`src/pfc_defines.svh`:
```
// Behaviour
// - A command write drives write strobe low while chip select is held low.
// - Array data is read only while select and output gate are both low.
// - Host programs a byte only into an erased sector; the code checks only that the target byte reads erased.
// - Byte program is three unlock writes then one address and data write.
// - Sector erase is six writes, last carries code 30h and sector address.
// - Chip erase is six writes, last writes code 10h to address 5555h.
// - On a doubtful status read, read twice more and need both valid.
// - Whole byte is trusted only after a 1 us settling interval.
`ifndef PFC_DEFINES_SVH
`define PFC_DEFINES_SVH

`define PFC_CLK_NS 10
// Bus cycle timing, least times rounded up
`define PFC_WE_LOW_NS 40
`define PFC_WE_LOW_CYC ((`PFC_WE_LOW_NS + `PFC_CLK_NS - 1) / `PFC_CLK_NS)
`define PFC_ACCESS_NS 90
`define PFC_ACCESS_CYC ((`PFC_ACCESS_NS + `PFC_CLK_NS - 1) / `PFC_CLK_NS)
// Longest program time, rounded down
`define PFC_PROG_MAX_NS 20000
`define PFC_PROG_MAX_CYC (`PFC_PROG_MAX_NS / `PFC_CLK_NS)
// Settling interval after polling bit turns true, rounded up
`define PFC_SETTLE_NS 1000
`define PFC_SETTLE_CYC ((`PFC_SETTLE_NS + `PFC_CLK_NS - 1) / `PFC_CLK_NS)

// Command codes and unlock addresses
`define PFC_UNLOCK_A1 16'h5555
`define PFC_UNLOCK_A2 16'h2aaa
`define PFC_CODE_UNLOCK1 8'haa
`define PFC_CODE_UNLOCK2 8'h55
`define PFC_CODE_PROG 8'ha0
`define PFC_CODE_ERASE 8'h80
`define PFC_CODE_SECTOR 8'h30
`define PFC_CODE_CHIP 8'h10
`define PFC_ERASED 8'hff
`define PFC_PROG_LAST 3'h3
`define PFC_ERASE_LAST 3'h5
`define PFC_SECTOR_BITS 12

`endif

```
`src/pfc_pkg.sv`:
```
package pfc_pkg;
  typedef enum logic [1:0] {
    PFC_OP_READ = 2'b00,
    PFC_OP_PROG = 2'b01,
    PFC_OP_SECT = 2'b10,
    PFC_OP_CHIP = 2'b11
  } pfc_op_e;

  typedef enum logic [2:0] {
    PFC_BC_IDLE = 3'b000,
    PFC_BC_SETUP = 3'b001,
    PFC_BC_STROBE = 3'b010,
    PFC_BC_HOLD = 3'b011,
    PFC_BC_GAP = 3'b100
  } pfc_bc_e;

  typedef enum logic [2:0] {
    PFC_M_IDLE = 3'b000,
    PFC_M_READ = 3'b001,
    PFC_M_CHECK = 3'b010,
    PFC_M_SEQ = 3'b011,
    PFC_M_POLL = 3'b100,
    PFC_M_SETTLE = 3'b101,
    PFC_M_CONFIRM = 3'b110,
    PFC_M_DONE = 3'b111
  } pfc_main_e;
endpackage : pfc_pkg

```
`src/pfc_bus_cycle.sv`:
```
`timescale 1ns/10ps
`include "pfc_defines.svh"
module pfc_bus_cycle #(
  parameter int ADDR_W = 19
) (
  // Clock and reset
  input wire logic clk,
  input wire logic reset,
  // Cycle request
  input wire logic start,
  input wire logic wr,
  input wire logic [ADDR_W-1:0] addr,
  input wire logic [7:0] wdata,
  output logic busy,
  output logic done,
  output logic [7:0] rdata,
  // Flash pins
  output logic [ADDR_W-1:0] flash_addr,
  output logic flash_ce_n,
  output logic flash_oe_n,
  output logic flash_we_n,
  output logic [7:0] flash_dq_o,
  output logic flash_dq_oe,
  input wire logic [7:0] flash_dq_i
);
  pfc_pkg::pfc_bc_e state_q;
  logic [3:0] cnt_q;
  logic wr_q;

  assign busy = (state_q != pfc_pkg::PFC_BC_IDLE);
  assign done = (state_q == pfc_pkg::PFC_BC_GAP);

  always_ff @(posedge clk) begin
    if (reset) begin
      state_q <= pfc_pkg::PFC_BC_IDLE;
      cnt_q <= 4'h0;
      wr_q <= 1'b0;
    end else begin
      unique case (state_q)
        pfc_pkg::PFC_BC_IDLE: begin
          if (start) begin
            wr_q <= wr;
            state_q <= pfc_pkg::PFC_BC_SETUP;
          end
        end
        pfc_pkg::PFC_BC_SETUP: begin
          cnt_q <= wr_q ? 4'(`PFC_WE_LOW_CYC - 1) : 4'(`PFC_ACCESS_CYC - 1);
          state_q <= pfc_pkg::PFC_BC_STROBE;
        end
        pfc_pkg::PFC_BC_STROBE: begin
          if (cnt_q == 4'h0) begin
            state_q <= pfc_pkg::PFC_BC_HOLD;
          end else begin
            cnt_q <= cnt_q - 4'h1;
          end
        end
        pfc_pkg::PFC_BC_HOLD: state_q <= pfc_pkg::PFC_BC_GAP;
        pfc_pkg::PFC_BC_GAP: state_q <= pfc_pkg::PFC_BC_IDLE;
        default: state_q <= pfc_pkg::PFC_BC_IDLE;
      endcase
    end
  end

  // Select falls a cycle before either strobe, so the strobe edge is always the later one
  always_ff @(posedge clk) begin
    if (reset) begin
      flash_ce_n <= 1'b1;
      flash_oe_n <= 1'b1;
      flash_we_n <= 1'b1;
    end else begin
      if (state_q == pfc_pkg::PFC_BC_IDLE && start) begin
        flash_ce_n <= 1'b0;
      end
      if (state_q == pfc_pkg::PFC_BC_SETUP) begin
        flash_we_n <= !wr_q;
        flash_oe_n <= wr_q;
      end
      if (state_q == pfc_pkg::PFC_BC_STROBE && cnt_q == 4'h0) begin
        flash_we_n <= 1'b1;
        flash_oe_n <= 1'b1;
      end
      if (state_q == pfc_pkg::PFC_BC_HOLD) begin
        flash_ce_n <= 1'b1;
      end
    end
  end

  // Address and data stay put from select low until after select high
  always_ff @(posedge clk) begin
    if (reset) begin
      flash_addr <= '0;
      flash_dq_o <= 8'h00;
      flash_dq_oe <= 1'b0;
    end else if (state_q == pfc_pkg::PFC_BC_IDLE && start) begin
      flash_addr <= addr;
      flash_dq_o <= wdata;
      flash_dq_oe <= wr;
    end else if (state_q == pfc_pkg::PFC_BC_GAP) begin
      flash_dq_oe <= 1'b0;
    end
  end

  always_ff @(posedge clk) begin
    if (reset) begin
      rdata <= 8'h00;
    end else if (state_q == pfc_pkg::PFC_BC_STROBE && cnt_q == 4'h0 && !wr_q) begin
      rdata <= flash_dq_i;
    end
  end
endmodule : pfc_bus_cycle

```
`src/pfc_flash_host.sv`:
```
`timescale 1ns/10ps
`include "pfc_defines.svh"
module pfc_flash_host #(
  parameter int ADDR_W = 19,
  parameter int unsigned ERASE_MAX_CYC = 32'd10000000
) (
  // Clock and reset
  input wire logic clk,
  input wire logic reset,
  // Command port
  input wire logic cmd_valid,
  output logic cmd_ready,
  input wire pfc_pkg::pfc_op_e cmd_op,
  input wire logic [ADDR_W-1:0] cmd_addr,
  input wire logic [7:0] cmd_data,
  // Response port
  output logic rsp_valid,
  output logic [7:0] rsp_data,
  output logic rsp_error,
  // Flash pins
  output logic [ADDR_W-1:0] flash_addr,
  output logic flash_ce_n,
  output logic flash_oe_n,
  output logic flash_we_n,
  output logic [7:0] flash_dq_o,
  output logic flash_dq_oe,
  input wire logic [7:0] flash_dq_i
);
  pfc_pkg::pfc_main_e state_q;
  pfc_pkg::pfc_op_e op_q;
  logic [ADDR_W-1:0] addr_q;
  logic [7:0] data_q;
  logic [2:0] step_q;
  logic [31:0] wait_q;
  logic conf_q;
  logic pend_q;
  logic need_cycle;
  logic bc_start;
  logic bc_wr;
  logic [ADDR_W-1:0] bc_addr;
  logic [7:0] bc_wdata;
  logic bc_busy;
  logic bc_done;
  logic [7:0] bc_rdata;
  logic last_step;
  logic [31:0] wait_max;

  function automatic logic [ADDR_W-1:0] sector_base(input logic [ADDR_W-1:0] a);
    sector_base = a & ~ADDR_W'((1 << `PFC_SECTOR_BITS) - 1);
  endfunction : sector_base

  function automatic logic is_last(input pfc_pkg::pfc_op_e op, input logic [2:0] idx);
    is_last = (op == pfc_pkg::PFC_OP_PROG) ? (idx == `PFC_PROG_LAST) : (idx == `PFC_ERASE_LAST);
  endfunction : is_last

  // Unlock words are fixed; any deviation would make the device drop the sequence
  function automatic logic [ADDR_W-1:0] step_addr(input pfc_pkg::pfc_op_e op,
      input logic [2:0] idx, input logic [ADDR_W-1:0] tgt);
    if (is_last(op, idx)) begin
      unique case (op)
        pfc_pkg::PFC_OP_SECT: step_addr = sector_base(tgt);
        pfc_pkg::PFC_OP_CHIP: step_addr = ADDR_W'(`PFC_UNLOCK_A1);
        default: step_addr = tgt;
      endcase
    end else if (idx == 3'h1 || idx == 3'h4) begin
      step_addr = ADDR_W'(`PFC_UNLOCK_A2);
    end else begin
      step_addr = ADDR_W'(`PFC_UNLOCK_A1);
    end
  endfunction : step_addr

  function automatic logic [7:0] step_data(input pfc_pkg::pfc_op_e op,
      input logic [2:0] idx, input logic [7:0] d);
    if (is_last(op, idx)) begin
      unique case (op)
        pfc_pkg::PFC_OP_SECT: step_data = `PFC_CODE_SECTOR;
        pfc_pkg::PFC_OP_CHIP: step_data = `PFC_CODE_CHIP;
        default: step_data = d;
      endcase
    end else if (idx == 3'h1 || idx == 3'h4) begin
      step_data = `PFC_CODE_UNLOCK2;
    end else if (idx == 3'h2) begin
      step_data = (op == pfc_pkg::PFC_OP_PROG) ? `PFC_CODE_PROG : `PFC_CODE_ERASE;
    end else begin
      step_data = `PFC_CODE_UNLOCK1;
    end
  endfunction : step_data

  // Only the top bit is trusted while the operation may be finishing
  function automatic logic poll_done(input pfc_pkg::pfc_op_e op, input logic [7:0] rd,
      input logic [7:0] d);
    if (op == pfc_pkg::PFC_OP_PROG) begin
      poll_done = (rd[7] == d[7]);
    end else begin
      poll_done = rd[7];
    end
  endfunction : poll_done

  function automatic logic byte_valid(input pfc_pkg::pfc_op_e op, input logic [7:0] rd,
      input logic [7:0] d);
    if (op == pfc_pkg::PFC_OP_PROG) begin
      byte_valid = (rd == d);
    end else begin
      byte_valid = (rd == `PFC_ERASED);
    end
  endfunction : byte_valid

  assign cmd_ready = (state_q == pfc_pkg::PFC_M_IDLE);
  assign rsp_valid = (state_q == pfc_pkg::PFC_M_DONE);
  assign last_step = is_last(op_q, step_q);
  assign wait_max = (op_q == pfc_pkg::PFC_OP_PROG) ? 32'(`PFC_PROG_MAX_CYC) : ERASE_MAX_CYC;

  // While busy, the only bus traffic is status reads of the target address
  always_comb begin
    need_cycle = 1'b0;
    bc_wr = 1'b0;
    bc_addr = addr_q;
    bc_wdata = 8'h00;
    unique case (state_q)
      pfc_pkg::PFC_M_READ, pfc_pkg::PFC_M_CHECK: need_cycle = 1'b1;
      pfc_pkg::PFC_M_SEQ: begin
        need_cycle = 1'b1;
        bc_wr = 1'b1;
        bc_addr = step_addr(op_q, step_q, addr_q);
        bc_wdata = step_data(op_q, step_q, data_q);
      end
      pfc_pkg::PFC_M_POLL, pfc_pkg::PFC_M_CONFIRM: need_cycle = 1'b1;
      default: need_cycle = 1'b0;
    endcase
  end

  assign bc_start = need_cycle && !bc_busy && !pend_q;

  always_ff @(posedge clk) begin
    if (reset) begin
      pend_q <= 1'b0;
    end else if (bc_start) begin
      pend_q <= 1'b1;
    end else if (bc_done) begin
      pend_q <= 1'b0;
    end
  end

  always_ff @(posedge clk) begin
    if (reset) begin
      op_q <= pfc_pkg::PFC_OP_READ;
      addr_q <= '0;
      data_q <= 8'h00;
    end else if (cmd_ready && cmd_valid) begin
      op_q <= cmd_op;
      addr_q <= cmd_addr;
      data_q <= cmd_data;
    end
  end

  always_ff @(posedge clk) begin
    if (reset) begin
      state_q <= pfc_pkg::PFC_M_IDLE;
      step_q <= 3'h0;
      conf_q <= 1'b0;
      rsp_data <= 8'h00;
      rsp_error <= 1'b0;
    end else begin
      unique case (state_q)
        pfc_pkg::PFC_M_IDLE: begin
          step_q <= 3'h0;
          conf_q <= 1'b0;
          rsp_error <= 1'b0;
          if (cmd_valid) begin
            unique case (cmd_op)
              pfc_pkg::PFC_OP_READ: state_q <= pfc_pkg::PFC_M_READ;
              pfc_pkg::PFC_OP_PROG: state_q <= pfc_pkg::PFC_M_CHECK;
              default: state_q <= pfc_pkg::PFC_M_SEQ;
            endcase
          end
        end
        pfc_pkg::PFC_M_READ: begin
          if (bc_done) begin
            rsp_data <= bc_rdata;
            state_q <= pfc_pkg::PFC_M_DONE;
          end
        end
        // Checks only the target byte, not the whole sector, to keep the cost low
        pfc_pkg::PFC_M_CHECK: begin
          if (bc_done) begin
            rsp_data <= bc_rdata;
            if (bc_rdata != `PFC_ERASED) begin
              rsp_error <= 1'b1;
              state_q <= pfc_pkg::PFC_M_DONE;
            end else begin
              state_q <= pfc_pkg::PFC_M_SEQ;
            end
          end
        end
        pfc_pkg::PFC_M_SEQ: begin
          if (bc_done) begin
            if (last_step) begin
              state_q <= pfc_pkg::PFC_M_POLL;
            end else begin
              step_q <= step_q + 3'h1;
            end
          end
        end
        pfc_pkg::PFC_M_POLL: begin
          if (bc_done) begin
            rsp_data <= bc_rdata;
            if (poll_done(op_q, bc_rdata, data_q)) begin
              state_q <= pfc_pkg::PFC_M_SETTLE;
            end else if (wait_q >= wait_max) begin
              rsp_error <= 1'b1;
              state_q <= pfc_pkg::PFC_M_DONE;
            end
          end
        end
        pfc_pkg::PFC_M_SETTLE: begin
          if (wait_q >= 32'(`PFC_SETTLE_CYC)) begin
            state_q <= pfc_pkg::PFC_M_CONFIRM;
          end
        end
        pfc_pkg::PFC_M_CONFIRM: begin
          if (bc_done) begin
            rsp_data <= bc_rdata;
            if (!byte_valid(op_q, bc_rdata, data_q)) begin
              rsp_error <= 1'b1;
              state_q <= pfc_pkg::PFC_M_DONE;
            end else if (conf_q) begin
              state_q <= pfc_pkg::PFC_M_DONE;
            end else begin
              conf_q <= 1'b1;
            end
          end
        end
        pfc_pkg::PFC_M_DONE: state_q <= pfc_pkg::PFC_M_IDLE;
        default: state_q <= pfc_pkg::PFC_M_IDLE;
      endcase
    end
  end

  // One counter serves the busy timeout and the settling interval
  always_ff @(posedge clk) begin
    if (reset) begin
      wait_q <= 32'h0;
    end else if (state_q == pfc_pkg::PFC_M_POLL) begin
      if (bc_done && poll_done(op_q, bc_rdata, data_q)) begin
        wait_q <= 32'h0;
      end else if (wait_q != 32'hffffffff) begin
        wait_q <= wait_q + 32'h1;
      end
    end else if (state_q == pfc_pkg::PFC_M_SETTLE) begin
      wait_q <= wait_q + 32'h1;
    end else begin
      wait_q <= 32'h0;
    end
  end

  pfc_bus_cycle #(
    .ADDR_W(ADDR_W)
  ) u_cycle (
    .clk(clk),
    .reset(reset),
    .start(bc_start),
    .wr(bc_wr),
    .addr(bc_addr),
    .wdata(bc_wdata),
    .busy(bc_busy),
    .done(bc_done),
    .rdata(bc_rdata),
    .flash_addr(flash_addr),
    .flash_ce_n(flash_ce_n),
    .flash_oe_n(flash_oe_n),
    .flash_we_n(flash_we_n),
    .flash_dq_o(flash_dq_o),
    .flash_dq_oe(flash_dq_oe),
    .flash_dq_i(flash_dq_i)
  );
endmodule : pfc_flash_host

```
`config.mk`:
```
export PLATFORM = sky130hd
export DESIGN_NAME = pfc_flash_host
export DESIGN_NICKNAME = d
export VERILOG_FILES = /design/src/pfc_pkg.sv /design/src/pfc_bus_cycle.sv /design/src/pfc_flash_host.sv
export VERILOG_INCLUDE_DIRS = /design/src
export SDC_FILE = /design/constraint.sdc
export NUM_CORES = 1
export LEC_CHECK = 0
export BUFFER_PORTS_ARGS = -buffer_cell sky130_fd_sc_hd__buf_4
export CAP_MARGIN = 30
export CORE_MARGIN = 2
export CORE_UTILIZATION = 61
export DETAILED_ROUTE_END_ITERATION = 7
export GPL_ROUTABILITY_DRIVEN = 0
export GPL_TIMING_DRIVEN = 0
export PLACE_DENSITY = 0.84
export SLEW_MARGIN = 15
export SYNTH_ARGS = -nofsm -noshare
export SYNTH_HDL_FRONTEND = slang
export SYNTH_SLANG_ARGS = --single-unit
```
`constraint.sdc`:
```
create_clock -name clk -period 5.45 [get_ports clk]
set_input_delay 1.09 -clock clk [delete_from_list [all_inputs] [get_ports clk]]
set_output_delay 1.09 -clock clk [all_outputs]
set_load 0.01 [all_outputs]
```
==> results_dict.tcl <==
set metrics [dict create \
    status "finished, violations left" \
    violations "design-rule violations" \
    maxCapViolations 0 \
    path_clk_slew_ns 0.06 \
    syn_to_final_growth_pct 23.4 \
    via_per_inst 6.17 \
    critPathLaunchType "register" \
    ir_drop_v 0.000354 \
    fin_setup_tns_ns 0 \
    ys_seq_area_share_pct 41.5 \
    yosys-top-cells-area "dfxtp_1 42%, nand2_1 6.9%, a21oi_1 6.3%, nor2_1 5.3%, xor2_1 3.9%" \
    clock-sinks 125 \
    grt_overflow 0 \
    powerDensity_nw_per_um2 460 \
    drtAntennaViolNets 0 \
    synth_seq_cells 125 \
    antenna_cells 0 \
    r2r-start "op_q[0]" \
    synth.avg_cell_area_sq_um 8.08 \
    cp_slowest_cell "clkbuf_1" \
    yosysMostFrequentCell "dfxtp_1" \
    min_path_type "reg -> reg" \
    yosys_warnings 0 \
    holdBufCountCts 0 \
    cts_tree "yes" \
    synth_top_cells_by_count "125 x dfxtp_1, 111 x nand2_1, 85 x nor2_1" \
    p_clk_share_pct 35.8 \
    timing.final.crit_share_pct 59.2 \
    die-area_sq_um 10700 \
    path_max_fanout 10 \
    cts_resized 0 \
    tightest_slew_ns 1.03 \
    drtIter0Drc 479 \
    yosys.area.top_type "dfxtp_1" \
    cp.arrival_ns 2.14 \
    grt_pass1_wl_mm 27.8 \
    die_x_um 103 \
    root_buffer "clkbuf_8" \
    syn-num-nets 795 \
    reg2reg_slack_ns 2.74 \
    drive_gt1_share_pct 16.4 \
    p_switching_mw 1.20 \
    start_util_pct 62.2 \
    skew_ns 0.0125 \
    pin_count 82 \
    post_drt_wl_per_cell_um 17.6 \
    worstHoldStart "u_cycle.flash_addr[14]" \
    post_cts_buffers 0 \
    finish.utilization_pct 76.8 \
    swShare_pct 35.1 \
    setup_viol 0 \
    power_frac_seq_pct 33.9 \
    firstDrtPassIters 8 \
    worstSetupEndpoint "cmd_ready" \
    synth_edf_count 0 \
    cp-end-kind "output pin" \
    async_reset_ff_share_pct 0 \
    relSlewSlack_pct 31.5 \
    drc 1 \
    clock_path_buffers 2 \
    rsz0062_at_grt "false" \
    grt_use_total_pct 33.7 \
    synth_ff_type "dfxtp_1" \
    rr_worst_depth 7 \
    htreeDepth 4 \
    power.leakage_nw 2.85 \
    die_y_um 103 \
    rows 36 \
    numPortBuffers 80 \
    synthCells 746 \
    p_int_mw 2.22 \
    vias 6125 \
    reg2reg_to "u_cycle.flash_addr[2]" \
    drt_wl_total_mm 17.5 \
    fmax_ghz 0.310 \
    startpoint "state_q[0]" \
    cpMostUsedCell "clkbuf_1" \
    fp.coreArea_sq_um 9680 \
    antenna_found_initial 0 \
    crit_path_max_incr_delay_ns 0.48 \
    fin_nets 895 \
    grt_pass1_vias 5811 \
    dp_hpwl_mm 11.8 \
    maxSlewViolCount 0 \
    synth.cell_area_sq_um 6030 \
    crit_path_cell_trace "clkbuf_1 > nor3_1 > clkbuf_1 > buf_4" \
    synth_top_area_share_pct 41.5 \
    period_minus_slack_ns 3.23 \
    crit_type "reg -> out" \
    p_comb_share_pct 30.4 \
    grt_max_degree 17 \
    cts_made_buffers 17 \
    synthDistinctLibCells 70 \
    cp.required_ns 4.36 \
    clock_latency_ns 0.55 \
    finalHoldViolations 0 \
]
==> per-layer routing <==
metal	GRT usage, %	share of wire (%)
met1	41.0	40
met2	56.2	49
met3	8.13	8.8
met4	15.8	2.5
met5	0	0
==> power groups by stage <==
stage	logic, mW	clock network (mW)	registers, mW
after floorplan	0.662	0	1.17
after global placement	0.960	0	1.16
after detailed placement	0.995	0	1.17
after CTS	1.01	1.22	1.15
after global routing	1.14	1.26	1.17
final	1.04	1.22	1.16
==> metrics by stage <==
stage	std cells	hold slack [ns]	power (mW)	instance area [sq um]	setup WS [ns]
after global routing	992	0.485	3.57	7430	2.13
after CTS	991	0.455	3.38	7430	2.30
after detailed placement	959	0.446	2.16	6790	2.87
after global placement	959	0.440	2.12	6790	2.89
final	992	0.451	3.42	7430	2.22
after floorplan	746	0.433	1.83	6030	3.14
==> placed cells by master (no fill, tap or decap), types with 19 or more instances in the layout <==
cell type	n
a21oi_1	76
buf_4	82
nand3_1	19
mux2i_1	19
nor2_1	85
nand2_1	111
clkbuf_1	40
nor3_1	25
o21ai_0	24
dfxtp_1	125
inv_1	20
xor2_1	27
==> cells by family after synthesis <==
family,count (synthesis),share of synthesized area [%]
AND/OR/NAND/NOR,322,25.9
AO/OA/AOI/OAI,170,18.1
flip-flops,125,41.5
buffers and inverters,67,4.46
XOR/XNOR,33,4.80
multiplexers,20,3.34
adder cells (fa/ha/maj),9,1.87
==> how the worst min path moves through the flow <==
stage / to / slack, ns / depth (start not counted)
after floorplan: addr_q[0] / 0.43 / 2
final: u_cycle.flash_addr[14] / 0.45 / 2
after detailed placement: addr_q[2] / 0.45 / 2
after global routing: u_cycle.flash_addr[14] / 0.48 / 2
after CTS: u_cycle.flash_addr[14] / 0.46 / 2
after global placement: u_cycle.flash_addr[15] / 0.44 / 2
==> state kept, by name (all words and copies together) (netlist names) <==
name,count
state_q,3
step_q,3
addr_q,19
data_q,8
wait_q,32
u_cycle.state_q,3
pend_q,1
u_cycle.flash_dq_oe,1
u_cycle.flash_addr,19
conf_q,1
op_q,2
rsp_error,1
u_cycle.flash_dq_o,8
rsp_data,8
u_cycle.wr_q,1
u_cycle.flash_ce_n,1
u_cycle.flash_we_n,1
u_cycle.cnt_q,4
u_cycle.rdata,8
u_cycle.flash_oe_n,1
==> worst max-delay path: cells and delay by family (launching register included) <==
kind,cells,cell delay (ns)
flip-flops,1,0.33
buffers and inverters,3,0.93
AND/OR/NAND/NOR,1,0.34
==> cell type report <==
| type | instances | area, sq um |
|---|---|---|
| sequential | 125 | 2500 |
| inverter | 21 | 78.8 |
| clock inverter | 13 | 213 |
| timing repair buffer | 81 | 608 |
| tap | 133 | 166 |
| clock buffer | 19 | 422 |
| fill | 688 | 2250 |
| buffer | 46 | 190 |
| multi-input combinational | 554 | 3250 |
(Power assumes the default switching activity.)
